===== src/shared/scg_defines.svh =====
// Purpose: constants of the sleep clock gating controller
// Assumes: included by its bare name
`ifndef SCG_DEFINES_SVH
`define SCG_DEFINES_SVH
`define SCG_ADDR_W 4
`define SCG_OFS_CTRL 4'h0
`define SCG_OFS_STAT 4'h4
`define SCG_CTRL_PERMIT 0
`define SCG_CTRL_MODE_LO 1
`define SCG_CTRL_MODE_HI 3
`define SCG_CTRL_AS2 4
`define SCG_CTRL_JTD 5
`define SCG_CTRL_ADC 6
`define SCG_CTRL_COMP 7
`define SCG_CTRL_CREF 8
`define SCG_CTRL_WDT 9
`define SCG_CTRL_W 10
`define SCG_CTRL_RST 10'h000
`define SCG_STAT_REJECT 14
`define SCG_WAKE_STBY_CYC 8'h06
`define SCG_HALT_CYC 8'h04
`define SCG_WAKE_START_CYC 8'h10
`endif


===== src/shared/scg_pkg.sv =====
// Purpose: types of the sleep clock gating controller
// Assumes: nothing beyond the defines header
// Notes: mode codes follow the mode-select field
package scg_pkg;
    typedef enum logic [2:0] {
        SM_IDLE = 3'h0, SM_NOISE = 3'h1, SM_PDOWN = 3'h2, SM_PSAVE = 3'h3,
        SM_RSV4 = 3'h4, SM_RSV5 = 3'h5, SM_STBY = 3'h6, SM_XSTBY = 3'h7
    } scg_mode_t;
    typedef enum logic [3:0] {
        ST_RUN = 4'h1, ST_SLEEP = 4'h2, ST_WAKE = 4'h4, ST_HALT = 4'h8
    } scg_state_t;
    typedef struct packed {
        logic cpu;
        logic flash;
        logic io;
        logic adc;
        logic asy;
        logic main_osc;
        logic tosc;
    } scg_clk_t;
endpackage


===== src/shared/scg_reg_if.sv =====
// Purpose: register access path between bus slave and controller core
// Assumes: single clock
// Notes: decode answers are combinational
`timescale 1ns/100ps
interface scg_reg_if;
    logic wr_en;
    logic [3:0] wr_addr;
    logic [31:0] wr_data;
    logic [3:0] wr_strb;
    logic wr_ok;
    logic [3:0] rd_addr;
    logic [31:0] rd_data;
    logic rd_ok;
    modport bus (output wr_en, wr_addr, wr_data, wr_strb, rd_addr,
                 input wr_ok, rd_data, rd_ok);
    modport regs (input wr_en, wr_addr, wr_data, wr_strb, rd_addr,
                  output wr_ok, rd_data, rd_ok);
endinterface


===== src/design/scg_axil.sv =====
// Purpose: AXI4-Lite slave for the controller registers
// Assumes: one write and one read outstanding at most
// Notes: unmapped addresses answer SLVERR
`timescale 1ns/100ps
module scg_axil (
    // clock and reset
    input wire logic clk,
    input wire logic reset,
    // axi4-lite
    input wire logic [3:0] s_awaddr,
    input wire logic s_awvalid,
    output logic s_awready,
    input wire logic [31:0] s_wdata,
    input wire logic [3:0] s_wstrb,
    input wire logic s_wvalid,
    output logic s_wready,
    output logic [1:0] s_bresp,
    output logic s_bvalid,
    input wire logic s_bready,
    input wire logic [3:0] s_araddr,
    input wire logic s_arvalid,
    output logic s_arready,
    output logic [31:0] s_rdata,
    output logic [1:0] s_rresp,
    output logic s_rvalid,
    input wire logic s_rready,
    // register side
    scg_reg_if.bus rif
);
    typedef struct packed {
        logic aw_have;
        logic w_have;
        logic [3:0] addr;
        logic [31:0] data;
        logic [3:0] strb;
        logic bvalid;
        logic [1:0] bresp;
        logic rvalid;
        logic [31:0] rdata;
        logic [1:0] rresp;
    } scg_axil_t;
    scg_axil_t s_q, s_d;

    assign s_awready = !s_q.aw_have && !s_q.bvalid;
    assign s_wready = !s_q.w_have && !s_q.bvalid;
    assign s_arready = !s_q.rvalid;
    assign rif.rd_addr = s_araddr;
    assign rif.wr_addr = s_q.addr;
    assign rif.wr_data = s_q.data;
    assign rif.wr_strb = s_q.strb;
    assign rif.wr_en = s_q.aw_have && s_q.w_have && !s_q.bvalid;

    always_comb begin
        s_d = s_q;
        if (s_awvalid && s_awready) begin
            s_d.aw_have = 1'b1;
            s_d.addr = s_awaddr;
        end
        if (s_wvalid && s_wready) begin
            s_d.w_have = 1'b1;
            s_d.data = s_wdata;
            s_d.strb = s_wstrb;
        end
        if (rif.wr_en) begin
            s_d.aw_have = 1'b0;
            s_d.w_have = 1'b0;
            s_d.bvalid = 1'b1;
            s_d.bresp = rif.wr_ok ? 2'h0 : 2'h2;
        end
        if (s_q.bvalid && s_bready) begin
            s_d.bvalid = 1'b0;
        end
        if (s_arvalid && s_arready) begin
            s_d.rvalid = 1'b1;
            s_d.rdata = rif.rd_ok ? rif.rd_data : 32'h0;
            s_d.rresp = rif.rd_ok ? 2'h0 : 2'h2;
        end else if (s_q.rvalid && s_rready) begin
            s_d.rvalid = 1'b0;
        end
    end

    always_ff @(posedge clk or posedge reset) begin
        if (reset) begin
            s_q <= '0;
        end else begin
            s_q <= s_d;
        end
    end

    assign s_bvalid = s_q.bvalid;
    assign s_bresp = s_q.bresp;
    assign s_rvalid = s_q.rvalid;
    assign s_rdata = s_q.rdata;
    assign s_rresp = s_q.rresp;
endmodule // scg_axil


===== src/design/scg_top.sv =====
// Purpose: sleep mode sequencer and clock/analog gating controller
// Assumes: all inputs synchronous to clk; gate cells latch enables on low phase
// Notes: wake start-up delay for non-standby modes is a parameter
//
// The placing of the registers and the AXI4-Lite register port are this design's own decisions.
`timescale 1ns/100ps
`include "scg_defines.svh"
module scg_top
    import scg_pkg::*;
#(
    parameter logic [7:0] WAKE_START_CYC = `SCG_WAKE_START_CYC
) (
    // clock and reset
    input wire logic clk,
    input wire logic reset,
    // axi4-lite register bus
    input wire logic [3:0] s_awaddr,
    input wire logic s_awvalid,
    output logic s_awready,
    input wire logic [31:0] s_wdata,
    input wire logic [3:0] s_wstrb,
    input wire logic s_wvalid,
    output logic s_wready,
    output logic [1:0] s_bresp,
    output logic s_bvalid,
    input wire logic s_bready,
    input wire logic [3:0] s_araddr,
    input wire logic s_arvalid,
    output logic s_arready,
    output logic [31:0] s_rdata,
    output logic [1:0] s_rresp,
    output logic s_rvalid,
    input wire logic s_rready,
    // processor core
    input wire logic sleep_instr,
    output logic core_halt,
    output logic wake_resume,
    // fuses and clock option
    input wire logic ext_crystal_sel,
    input wire logic brownout_enable_fuse,
    input wire logic debug_enable_fuse,
    input wire logic scan_port_enable_fuse,
    // wake-up sources
    input wire logic ext_irq_line_zero,
    input wire logic ext_irq_line_one,
    input wire logic ext_irq_line_two,
    input wire logic ext_irq_level_mode,
    input wire logic two_wire_port_match,
    input wire logic timer2_irq,
    input wire logic self_program_store_ready,
    input wire logic converter_irq,
    input wire logic other_io_irq,
    // clock domain enables
    output logic core_clock_domain_en,
    output logic program_memory_clock_domain_en,
    output logic peripheral_io_clock_domain_en,
    output logic converter_clock_domain_en,
    output logic async_timer_clock_domain_en,
    output logic main_osc_en,
    output logic timer_osc_en,
    // analog and support blocks
    input wire logic conv_begin,
    output logic converter_en,
    output logic converter_start,
    output logic converter_extended,
    output logic comparator_en,
    output logic vref_en,
    output logic brownout_en,
    output logic watchdog_en,
    output logic input_buf_en,
    output logic wake_pin_buf_en,
    // scan port
    input wire logic tap_shifting,
    input wire logic tap_tdo_data,
    output logic scan_en,
    output logic scan_tdo_o,
    output logic scan_tdo_oe_n
);
    typedef struct packed {
        scg_state_t state;
        scg_mode_t mode;
        logic [7:0] cnt;
        logic [`SCG_CTRL_W-1:0] ctrl;
        logic reject;
        logic conv_ext;
        logic conv_prev;
        logic start;
        logic resume;
        scg_clk_t gate;
        logic comp;
        logic inbuf;
    } scg_top_t;
    scg_top_t s_q, s_d;
    scg_reg_if rif ();

    scg_axil u_axil (
        .clk(clk),
        .reset(reset),
        .s_awaddr(s_awaddr),
        .s_awvalid(s_awvalid),
        .s_awready(s_awready),
        .s_wdata(s_wdata),
        .s_wstrb(s_wstrb),
        .s_wvalid(s_wvalid),
        .s_wready(s_wready),
        .s_bresp(s_bresp),
        .s_bvalid(s_bvalid),
        .s_bready(s_bready),
        .s_araddr(s_araddr),
        .s_arvalid(s_arvalid),
        .s_arready(s_arready),
        .s_rdata(s_rdata),
        .s_rresp(s_rresp),
        .s_rvalid(s_rvalid),
        .s_rready(s_rready),
        .rif(rif)
    );

    // domain plan while asleep in a mode
    function automatic scg_clk_t sleep_plan(scg_mode_t m, logic as2);
        scg_clk_t g;
        g = '0;
        unique case (m)
            SM_IDLE: begin
                g.io = 1'b1;
                g.adc = 1'b1;
                g.asy = 1'b1;
                g.main_osc = 1'b1;
                g.tosc = as2;
            end
            SM_NOISE: begin
                g.adc = 1'b1;
                g.asy = 1'b1;
                g.main_osc = 1'b1;
                g.tosc = as2;
            end
            SM_PSAVE: begin
                g.asy = as2;
                g.tosc = as2;
            end
            SM_STBY: begin
                g.main_osc = 1'b1;
            end
            SM_XSTBY: begin
                g.asy = as2;
                g.tosc = as2;
                g.main_osc = 1'b1;
            end
            default: begin
                g = '0;
            end
        endcase
        return g;
    endfunction

    // whether mode is one of the deep modes
    function automatic logic deep_mode(scg_mode_t m);
        return (m == SM_PDOWN) || (m == SM_PSAVE) || (m == SM_STBY) || (m == SM_XSTBY);
    endfunction

    logic as2, scan_port_disable_bit, conv_on, comp_on, comp_ref, wdt_on, permit;
    scg_mode_t mode_sel;
    logic mode_ok, ext_wake, wake_ev, asleep;
    logic [31:0] stat_word;

    assign permit = s_q.ctrl[`SCG_CTRL_PERMIT];
    assign mode_sel = scg_mode_t'(s_q.ctrl[`SCG_CTRL_MODE_HI:`SCG_CTRL_MODE_LO]);
    assign as2 = s_q.ctrl[`SCG_CTRL_AS2];
    assign scan_port_disable_bit = s_q.ctrl[`SCG_CTRL_JTD];
    assign conv_on = s_q.ctrl[`SCG_CTRL_ADC];
    assign comp_on = s_q.ctrl[`SCG_CTRL_COMP];
    assign comp_ref = s_q.ctrl[`SCG_CTRL_CREF];
    assign wdt_on = s_q.ctrl[`SCG_CTRL_WDT];
    assign scan_en = scan_port_enable_fuse && !scan_port_disable_bit;

    // reserved codes and standby without crystal never sleep
    assign mode_ok = !(mode_sel == SM_RSV4 || mode_sel == SM_RSV5)
        && (ext_crystal_sel || !(mode_sel == SM_STBY || mode_sel == SM_XSTBY));

    assign ext_wake = ext_irq_line_two
        || (ext_irq_level_mode && (ext_irq_line_zero || ext_irq_line_one));

    always_comb begin
        wake_ev = two_wire_port_match || ext_wake;
        unique case (s_q.mode)
            SM_IDLE: begin
                wake_ev = wake_ev || ext_irq_line_zero || ext_irq_line_one || timer2_irq
                    || self_program_store_ready || converter_irq || other_io_irq;
            end
            SM_NOISE: begin
                wake_ev = wake_ev || timer2_irq || self_program_store_ready || converter_irq;
            end
            SM_PSAVE, SM_XSTBY: begin
                wake_ev = wake_ev || (as2 && timer2_irq);
            end
            default: begin
                wake_ev = wake_ev;
            end
        endcase
    end

    assign stat_word = {15'h0, scan_en, s_q.conv_ext, s_q.reject, s_q.gate, s_q.mode, s_q.state};
    assign rif.rd_ok = (rif.rd_addr == `SCG_OFS_CTRL) || (rif.rd_addr == `SCG_OFS_STAT);
    assign rif.rd_data = (rif.rd_addr == `SCG_OFS_CTRL) ? {22'h0, s_q.ctrl} : stat_word;
    assign rif.wr_ok = (rif.wr_addr == `SCG_OFS_CTRL) || (rif.wr_addr == `SCG_OFS_STAT);

    always_comb begin
        s_d = s_q;
        s_d.start = 1'b0;
        s_d.resume = 1'b0;
        if (rif.wr_en && rif.wr_addr == `SCG_OFS_CTRL) begin
            if (rif.wr_strb[0]) begin
                s_d.ctrl[7:0] = rif.wr_data[7:0];
            end
            if (rif.wr_strb[1]) begin
                s_d.ctrl[`SCG_CTRL_W-1:8] = rif.wr_data[`SCG_CTRL_W-1:8];
            end
        end
        if (rif.wr_en && rif.wr_addr == `SCG_OFS_STAT && rif.wr_strb[1]
            && rif.wr_data[`SCG_STAT_REJECT]) begin
            s_d.reject = 1'b0;
        end
        // converter turned back on: next conversion is long
        s_d.conv_prev = conv_on;
        if (conv_begin || s_q.start) begin
            s_d.conv_ext = 1'b0;
        end
        if (conv_on && !s_q.conv_prev) begin
            s_d.conv_ext = 1'b1;
        end
        unique case (s_q.state)
            ST_RUN: begin
                if (sleep_instr && permit) begin
                    if (mode_ok) begin
                        s_d.state = ST_SLEEP;
                        s_d.mode = mode_sel;
                        s_d.start = conv_on && (mode_sel == SM_IDLE || mode_sel == SM_NOISE);
                    end else begin
                        s_d.reject = 1'b1;
                    end
                end
            end
            ST_SLEEP: begin
                if (wake_ev) begin
                    s_d.state = ST_WAKE;
                    s_d.cnt = (s_q.mode == SM_STBY || s_q.mode == SM_XSTBY)
                        ? `SCG_WAKE_STBY_CYC - 8'h01 : WAKE_START_CYC - 8'h01;
                end
            end
            ST_WAKE: begin
                if (s_q.cnt == 8'h00) begin
                    s_d.state = ST_HALT;
                    s_d.cnt = `SCG_HALT_CYC - 8'h01;
                end else begin
                    s_d.cnt = s_q.cnt - 8'h01;
                end
            end
            ST_HALT: begin
                if (s_q.cnt == 8'h00) begin
                    s_d.state = ST_RUN;
                    s_d.resume = 1'b1;
                end else begin
                    s_d.cnt = s_q.cnt - 8'h01;
                end
            end
        endcase
        // enables registered so gate cells see them settle early in the high phase
        if (s_d.state == ST_RUN || s_d.state == ST_HALT) begin
            s_d.gate = '1;
            s_d.gate.tosc = as2;
            s_d.gate.asy = 1'b1;
        end else begin
            s_d.gate = sleep_plan(s_d.mode, as2);
            if (s_d.state == ST_WAKE) begin
                s_d.gate.main_osc = 1'b1;
            end
            if (debug_enable_fuse && scan_en
                && (s_d.mode == SM_PDOWN || s_d.mode == SM_PSAVE)) begin
                s_d.gate.main_osc = 1'b1;
            end
        end
        s_d.comp = comp_on && !(s_d.state == ST_SLEEP && deep_mode(s_d.mode));
        s_d.inbuf = !(s_d.state == ST_SLEEP && !s_d.gate.io && !s_d.gate.adc);
    end

    always_ff @(posedge clk or posedge reset) begin
        if (reset) begin
            s_q <= '{state: ST_RUN, mode: SM_IDLE, cnt: 8'h00, ctrl: `SCG_CTRL_RST,
                     reject: 1'b0, conv_ext: 1'b0, conv_prev: 1'b0, start: 1'b0,
                     resume: 1'b0, gate: 7'h7D, comp: 1'b0, inbuf: 1'b1};
        end else begin
            s_q <= s_d;
        end
    end

    assign asleep = s_q.state == ST_SLEEP;
    assign core_halt = s_q.state != ST_RUN;
    assign wake_resume = s_q.resume;
    assign core_clock_domain_en = s_q.gate.cpu;
    assign program_memory_clock_domain_en = s_q.gate.flash;
    assign peripheral_io_clock_domain_en = s_q.gate.io;
    assign converter_clock_domain_en = s_q.gate.adc;
    assign async_timer_clock_domain_en = s_q.gate.asy;
    assign main_osc_en = s_q.gate.main_osc;
    assign timer_osc_en = s_q.gate.tosc;
    assign converter_en = conv_on;
    assign converter_start = s_q.start;
    assign converter_extended = s_q.conv_ext;
    assign comparator_en = s_q.comp;
    assign vref_en = brownout_enable_fuse || (comp_on && comp_ref) || conv_on;
    assign brownout_en = brownout_enable_fuse;
    assign watchdog_en = wdt_on;
    assign input_buf_en = s_q.inbuf;
    assign wake_pin_buf_en = 1'b1;
    assign scan_tdo_oe_n = !(scan_en && tap_shifting);
    assign scan_tdo_o = scan_tdo_oe_n ? 1'b0 : tap_tdo_data;

    stby_wake_six_a: assert property (@(posedge clk) disable iff (reset)
        (asleep && wake_ev && (s_q.mode == SM_STBY || s_q.mode == SM_XSTBY))
        |=> (s_q.state == ST_WAKE) [*6] ##1 (s_q.state == ST_HALT))
        else $error("standby wake did not take six cycles");
    halt_four_a: assert property (@(posedge clk) disable iff (reset)
        (s_q.state == ST_WAKE && s_q.cnt == 8'h00)
        |=> (core_halt && s_q.state == ST_HALT) [*4] ##1 (!core_halt && wake_resume))
        else $error("halt after wake not four cycles");
    sleep_permit_a: assert property (@(posedge clk) disable iff (reset)
        (s_q.state == ST_RUN && (!sleep_instr || !permit || !mode_ok))
        |=> s_q.state == ST_RUN)
        else $error("sleep entered without permit or with bad mode");
    xstby_main_a: assert property (@(posedge clk) disable iff (reset)
        (asleep && s_q.mode == SM_XSTBY)
        |-> (main_osc_en && async_timer_clock_domain_en == as2 && !peripheral_io_clock_domain_en))
        else $error("extended standby gating wrong");
    core_gated_a: assert property (@(posedge clk) disable iff (reset)
        asleep |-> (!core_clock_domain_en && !program_memory_clock_domain_en))
        else $error("core clock running in sleep");
    deep_wake_a: assert property (@(posedge clk) disable iff (reset)
        (asleep && s_q.mode == SM_PDOWN && !two_wire_port_match && !ext_irq_line_two
         && !ext_irq_level_mode) |=> asleep)
        else $error("power-down woke from a masked source");
    comp_off_a: assert property (@(posedge clk) disable iff (reset)
        (asleep && deep_mode(s_q.mode)) |-> !comparator_en)
        else $error("comparator on in deep sleep");
    inbuf_off_a: assert property (@(posedge clk) disable iff (reset)
        (asleep && !peripheral_io_clock_domain_en && !converter_clock_domain_en)
        |-> !input_buf_en)
        else $error("input buffers left on");
    debug_hold_a: assert property (@(posedge clk) disable iff (reset)
        (asleep && s_q.mode == SM_PDOWN && debug_enable_fuse && scan_en) |-> main_osc_en)
        else $error("debug fuse did not hold main source");
    tdo_float_a: assert property (@(posedge clk) disable iff (reset)
        (!tap_shifting || !scan_en) |-> scan_tdo_oe_n)
        else $error("scan output driven while idle");
    conv_ext_a: assert property (@(posedge clk) disable iff (reset)
        (conv_on && !s_q.conv_prev) |=> converter_extended)
        else $error("extended conversion not flagged");
    auto_start_a: assert property (@(posedge clk) disable iff (reset)
        (s_q.state == ST_RUN && sleep_instr && permit && mode_ok && conv_on
         && mode_sel == SM_IDLE) |=> converter_start)
        else $error("no conversion started on idle entry");
endmodule // scg_top


===== config.mk =====
export PLATFORM = sky130hd
export DESIGN_NAME = scg_top
export DESIGN_NICKNAME = d
export VERILOG_FILES = /design/src/shared/scg_pkg.sv /design/src/shared/scg_reg_if.sv /design/src/design/scg_axil.sv /design/src/design/scg_top.sv
export VERILOG_INCLUDE_DIRS = /design/src /design/src/shared
export SDC_FILE = /design/constraint.sdc
export NUM_CORES = 1
export LEC_CHECK = 0
export ABC_AREA = 1
export ABC_CLOCK_PERIOD_IN_PS = 3300
export BUFFER_PORTS_ARGS = -buffer_cell sky130_fd_sc_hd__buf_2
export CELL_PAD_IN_SITES_DETAIL_PLACEMENT = 0
export CELL_PAD_IN_SITES_GLOBAL_PLACEMENT = 1
export CORE_MARGIN = 4
export CORE_UTILIZATION = 25
export CTS_BUF_LIST = sky130_fd_sc_hd__clkbuf_2
export DETAILED_ROUTE_END_ITERATION = 8
export GPL_TIMING_DRIVEN = 0
export PLACE_DENSITY = 0.6
export SLEW_MARGIN = 20
export SYNTH_ARGS = -nofsm -noshare
export SYNTH_HDL_FRONTEND = slang
export SYNTH_SLANG_ARGS = --single-unit

===== constraint.sdc =====
create_clock -name clk -period 3.3 [get_ports clk]
set_input_delay 0.66 -clock clk [delete_from_list [all_inputs] [get_ports clk]]
set_output_delay 0.66 -clock clk [all_outputs]
set_load 0.01 [all_outputs]

# After elaboration in Yosys (flattened, before gate mapping)
# Index checks and enable logic that the tools add are counted.
dict set report totals {
  ff_bits 100
  input_bits 68
  elab_cells 189
}
dict set report op_classes {
  addsub 1
  n_eq_ne 27
  mux 44
  n_reduce_logical 88
}
# op count
set ops {}
lappend ops {{two-way mux 17 bit} 2}
lappend ops {{logical AND 1 bit} 28}
lappend ops {{logical OR 1 bit} 27}
lappend ops {{equality test 3 bit, second input constant} 8}
lappend ops {{two-way mux 8 bit} 3}
lappend ops {{one-hot mux 8 bit (3 select lines)} 1}
lappend ops {{two-way mux 1 bit} 23}
lappend ops {{two-way mux 7 bit} 3}
lappend ops {{equality test 4 x 3 -> 1 bit, second input constant} 4}
lappend ops {{two-way mux 4 bit} 4}
lappend ops {{one-hot mux 4 bit (4 select lines)} 1}
lappend ops {{zero test 1 bit} 13}
lappend ops {{nonzero test 2 bit} 5}
lappend ops {{equality test 3 x 1 -> 1 bit, second input constant} 3}
lappend ops {{equality test 3 x 2 -> 1 bit, second input constant} 3}
lappend ops {{zero test 3 bit} 3}
lappend ops {{equality test 4 x 1 -> 1 bit, second input constant} 2}
lappend ops {{equality test 4 x 2 -> 1 bit, second input constant} 2}
lappend ops {{equality test 4 bit, second input constant} 2}
lappend ops {{zero test 4 bit} 2}
lappend ops {{zero test 8 bit} 1}
lappend ops {{OR reduction 4 bit} 2}
lappend ops {{subtractor 8 x 1 -> 8 bit, second input constant} 1}
lappend ops {{two-way mux 2 bit} 3}
lappend ops {{9 further kinds} 14}

# Logic depth before layout (Yosys ltp)
dict set report logic_depth {
  ltp_word 21
  mapped_depth 13
  ltp_nobuf 13
}

# Modules after synthesis
# A second synthesis with hierarchy kept.
dict set report unflattened {
  hier_cells 740
  area_unflattened_um2 6222.2
}
# mod n_inst cells_per_inst area_per_inst_um2 seq_area_each_um2
set modules_own_cells {}
lappend modules_own_cells {scg_axil 1 420 3891.2 1951.9}
lappend modules_own_cells {scg_top 1 320 2331.0 959.7}

# Worst setup path before layout
# Ideal clock, no wire load.
dict set report synth_timing {
  path_type {input-to-output}
  from {input scan_port_enable_fuse}
  to {output scan_tdo_o}
  arrival_ps 1128
  slack_ps 1512
  path_stages 4
  path_buffers 0
  cell_sequence {nand2_1 inv_1 nand2_1 nor2_1}
}
dict set report synth_between {
  elab_chain_len 3
}
# element line
set synth_lines {}
lappend synth_lines {{start, declared} scg_top.sv:42} ;# input wire logic scan_port_enable_fuse,
lappend synth_lines {{logical AND 1 bit} scg_top.sv:174} ;# assign scan_en = scan_port_enable_fuse && !scan_port_disable_bit;
lappend synth_lines {{named net scan_en} scg_top.sv:75} ;# output logic scan_en,
lappend synth_lines {{logical AND 1 bit} scg_top.sv:315} ;# assign scan_tdo_oe_n = !(scan_en && tap_shifting);
lappend synth_lines {{two-way mux 1 bit} scg_top.sv:316} ;# assign scan_tdo_o = scan_tdo_oe_n ? 1'b0 : tap_tdo_data;
lappend synth_lines {{end, declared} scg_top.sv:76} ;# output logic scan_tdo_o,
# The timed path passes the listed nets, and every way through them passes these cells.

# Worst setup path after layout
dict set report layout_timing {
  from {register s_q[37] (netlist bit)}
  to {output core_halt}
}
dict set report layout_between {
  elab_chain_len 1
}
# element line
set layout_lines {}
lappend layout_lines {{start, declared} scg_top.sv:93} ;# scg_top_t s_q, s_d;
lappend layout_lines {{start signal, assigned} scg_top.sv:288} ;# s_q <= '{state: ST_RUN, mode: SM_IDLE, cnt: 8'h00, ctrl: `SCG_CTRL_RST,
lappend layout_lines {{inequality test 4 x 1 -> 1 bit} scg_top.sv:297} ;# assign core_halt = s_q.state != ST_RUN;
lappend layout_lines {{end, declared} scg_top.sv:36} ;# output logic core_halt,
# Every way passes these cells.

==> impl_metrics.json <==
{
  "crit_path_start_kind": "flop",
  "fillers": 1636,
  "sw_frac_of_total_pct": 43.7,
  "crit_fanout": 5,
  "drt-initial-drc-count": 126,
  "rows": 45,
  "synth-seq-area-share_pct": 49.8,
  "setup_viol": 0,
  "route.detailed.drc": 0,
  "seqPwrFrac_pct": 41.5,
  "max_freq_mhz": 446,
  "internal_power_mw": 2.09,
  "max-slew-margin-rel_pct": 65.3,
  "cp_slowest_cell": "dfrtp_1",
  "synth_area_um2": 3890,
  "finalCriticalPeriod_ns": 2.24,
  "whs_path_depth": 2,
  "grt_pass1_wl_um": 16400,
  "clock-sinks": 77,
  "die_w_um": 133,
  "yosysTopAreaCell": "dfrtp_1",
  "cp_data_required_time_ns": 2.64,
  "first_pass_iters": 5,
  "holdWs_ns": 0.270,
  "wl_per_cell_um": 13.2,
  "synth.top_cell.area_share_pct": 45.0,
  "ys.flop_type": "dfrtp_1",
  "cts-buffers-inserted": 9,
  "cts_root_buf": "clkbuf_2",
  "port_buffers": 87,
  "combPwrFrac_pct": 44.7,
  "yosys_register_bits": 77,
  "gp_congestion": 0.764,
  "finalWirelength_um": 9890,
  "total_power_mw": 3.70,
  "grt_util_all_layers_pct": 11.7,
  "syn2layout_area_growth_pct": 22.5,
  "crit_chain": "nor2_2, nand3_2, buf_2",
  "hold_viol": 0,
  "clkLatencyLatePin_ns": 0.56,
  "ios": 130,
  "worst_pin_slew_ns": 0.521,
  "arrival_ns": 1.58,
  "async_flop_share_pct": 100,
  "grt_max_degree": 56,
  "cts.clk_slew.worst_paths_ns": 0.23,
  "p_switching_mw": 1.62,
  "drive_above_1_share_pct": 36.6,
  "grt_pass1_vias": 3237,
  "synth.area.top_cells": "dfrtp_1, nand2_1, buf_4, nor2_1, dfstp_2",
  "power.density_nw_per_um2": 777,
  "core-area_um2": 15200,
  "grt_overflow": 0,
  "yosys_warnings": 0,
  "dpl-instance-area_um2": 4650,
  "nets": 622,
  "antenna_found_initial": 1,
  "synth.cells.most_frequent": "nand2_1, dfrtp_1, nor2_1",
  "power_leakage_nw": 2.56,
  "cts_tree": "built",
  "vias": 3139,
  "hp-class": "in2reg",
  "ys_types": 35,
  "ctsLongestPathBuffers": 2,
  "finalInstanceArea_um2": 4760,
  "slew_viol_final": 0,
  "rsz0062_at_grt": "false",
  "synth_most_common_cell": "nand2_1",
  "cts_setup_buffers": 0,
  "die_height_um": 133,
  "postRouteAntennaNets": 0,
  "cpPeakStageDelay_ns": 0.48,
  "fp.dieArea_um2": 17600,
  "irDropWorstVdd_mv": 0.291,
  "status": "finished clean",
  "ctsHtreeMaxLevel": 3,
  "worst_clock_skew_ns": 0.0414,
  "worstRegToRegCells": 11,
  "drv_cap": 0,
  "fin_crit_sh_pct": 68.0,
  "initial_core_util_pct": 25.6,
  "synth_edf_count": 0,
  "syn-instance-count": 437,
  "hpwl_um": 7730,
  "avgViaCountPerCell": 4.20,
  "clkPwrFrac_pct": 13.7,
  "path_class": "reg2out",
  "synth.avg_cell_area_um2": 8.90,
  "cp-end-kind": "output port"
}
==> area by class of cell <==
type | instances | area (um2) | share of cell area (%)
diodes | 1 | 2.50 | 0.0525
plain buffers | 45 | 319 | 6.70
clock buffers | 12 | 60.1 | 1.26
clock inverters | 4 | 42.5 | 0.893
inverters | 53 | 204 | 4.28
multi-input cells | 278 | 1490 | 31.3
flip-flops and latches | 77 | 1940 | 40.6
well taps | 188 | 235 | 4.94
repair buffers | 89 | 473 | 9.93
==> state kept, by name (all words and copies together) (netlist names), 2 cells and up <==
register / cells
u_axil.s_rdata: 16
s_q: 18
mode_sel: 3
u_axil.s_q: 2
u_axil.rif.wr_strb: 2
u_axil.rif.wr_data: 11
u_axil.rif.wr_addr: 4
==> worst max-delay path, delay by kind of cell (launching register included) <==
kind                   cells  cell delay (ns)
buffers and inverters      1             0.19
flip-flops                 1             0.48
AND/OR/NAND/NOR            2             0.35
==> routing by layer <==
| metal | up-vias | GRT usage (%) | part of all wire (%) |
|---|---|---|---|
| li1 | 1582 | - | - |
| met5 | - | 0 | 0 |
| met3 | 9 | 4.03 | 6.1 |
| met1 | 1469 | 15.4 | 48 |
| met2 | 79 | 18.1 | 45 |
| met4 | 0 | 3.64 | 1.3 |
==> kinds of logic after synthesis <==
kind of cell / share of synthesized area (%)
XOR/XNOR: 0.901
flip-flops: 49.8
multiplexers: 3.47
adder cells (fa/ha/maj): 0.322
AND/OR/NAND/NOR: 22.1
AO/OA/AOI/OAI: 9.85
buffers and inverters: 13.4
other: 0.193
==> cell usage in the layout, fill, tap and decap left out, types with 3 or more instances in the layout <==
master,count
a21oi_1,16
a32o_1,10
buf_2,90
buf_4,39
clkbuf_1,3
clkbuf_2,12
clkinv_1,3
conb_1,18
dfrtp_1,70
dfstp_2,7
inv_1,44
inv_2,6
mux2_2,12
nand2_1,79
nand2_2,10
nand3_1,14
nand3_2,6
nor2_1,52
nor2_2,8
nor3_1,4
o21ai_0,22
o21ai_1,3
o31ai_1,6
xor2_1,3
==> timing repair <==
| item | CTS | global route |
|---|---|---|
| gates resized for setup | 0 | 0 |
| hold buffers | 1 | 0 |
| setup endpoints to repair | 0 | 0 |
| hold endpoints to repair | 12 | 0 |
==> metrics by stage <==
step	setup WS [ns]	instances	utilization, %	setup TNS [ns]
2_1_floorplan	0.685	453	-	0
3_3_place_gp	-0.372	728	30.4	-25.63
3_5_place_dp	1.31	729	30.6	0
4_1_cts	0.967	746	31.3	0
5_1_grt	0.859	747	31.3	0
6_report	1.06	747	31.3	0
==> final timing paths <==
check                             start               to  slack (ns)
setup / recovery                s_q[37]        core_halt        1.06
hold / removal                 s_bready  u_axil.s_bvalid        0.27
setup reg to reg                s_q[24]          s_q[24]        1.47
hold reg to reg            converter_en          s_q[11]        0.42
max in group asynchronous         reset     timer_osc_en        2.08
min in group asynchronous         reset          s_q[26]        0.57
==> power groups by stage <==
| stage | Sequential [mW] | Clock [mW] | Combinational, mW |
|---|---|---|---|
| 6_report | 1.54 | 0.508 | 1.66 |
| 5_1_grt | 1.58 | 0.572 | 1.88 |
| 4_1_cts | 1.54 | 0.539 | 1.68 |
| 3_5_place_dp | 1.56 | 0 | 1.68 |
| 3_3_place_gp | 1.56 | 0 | 1.64 |
| 2_1_floorplan | 1.52 | 0 | 1.20 |
Note: power is estimated with default switching activity, not from simulation.
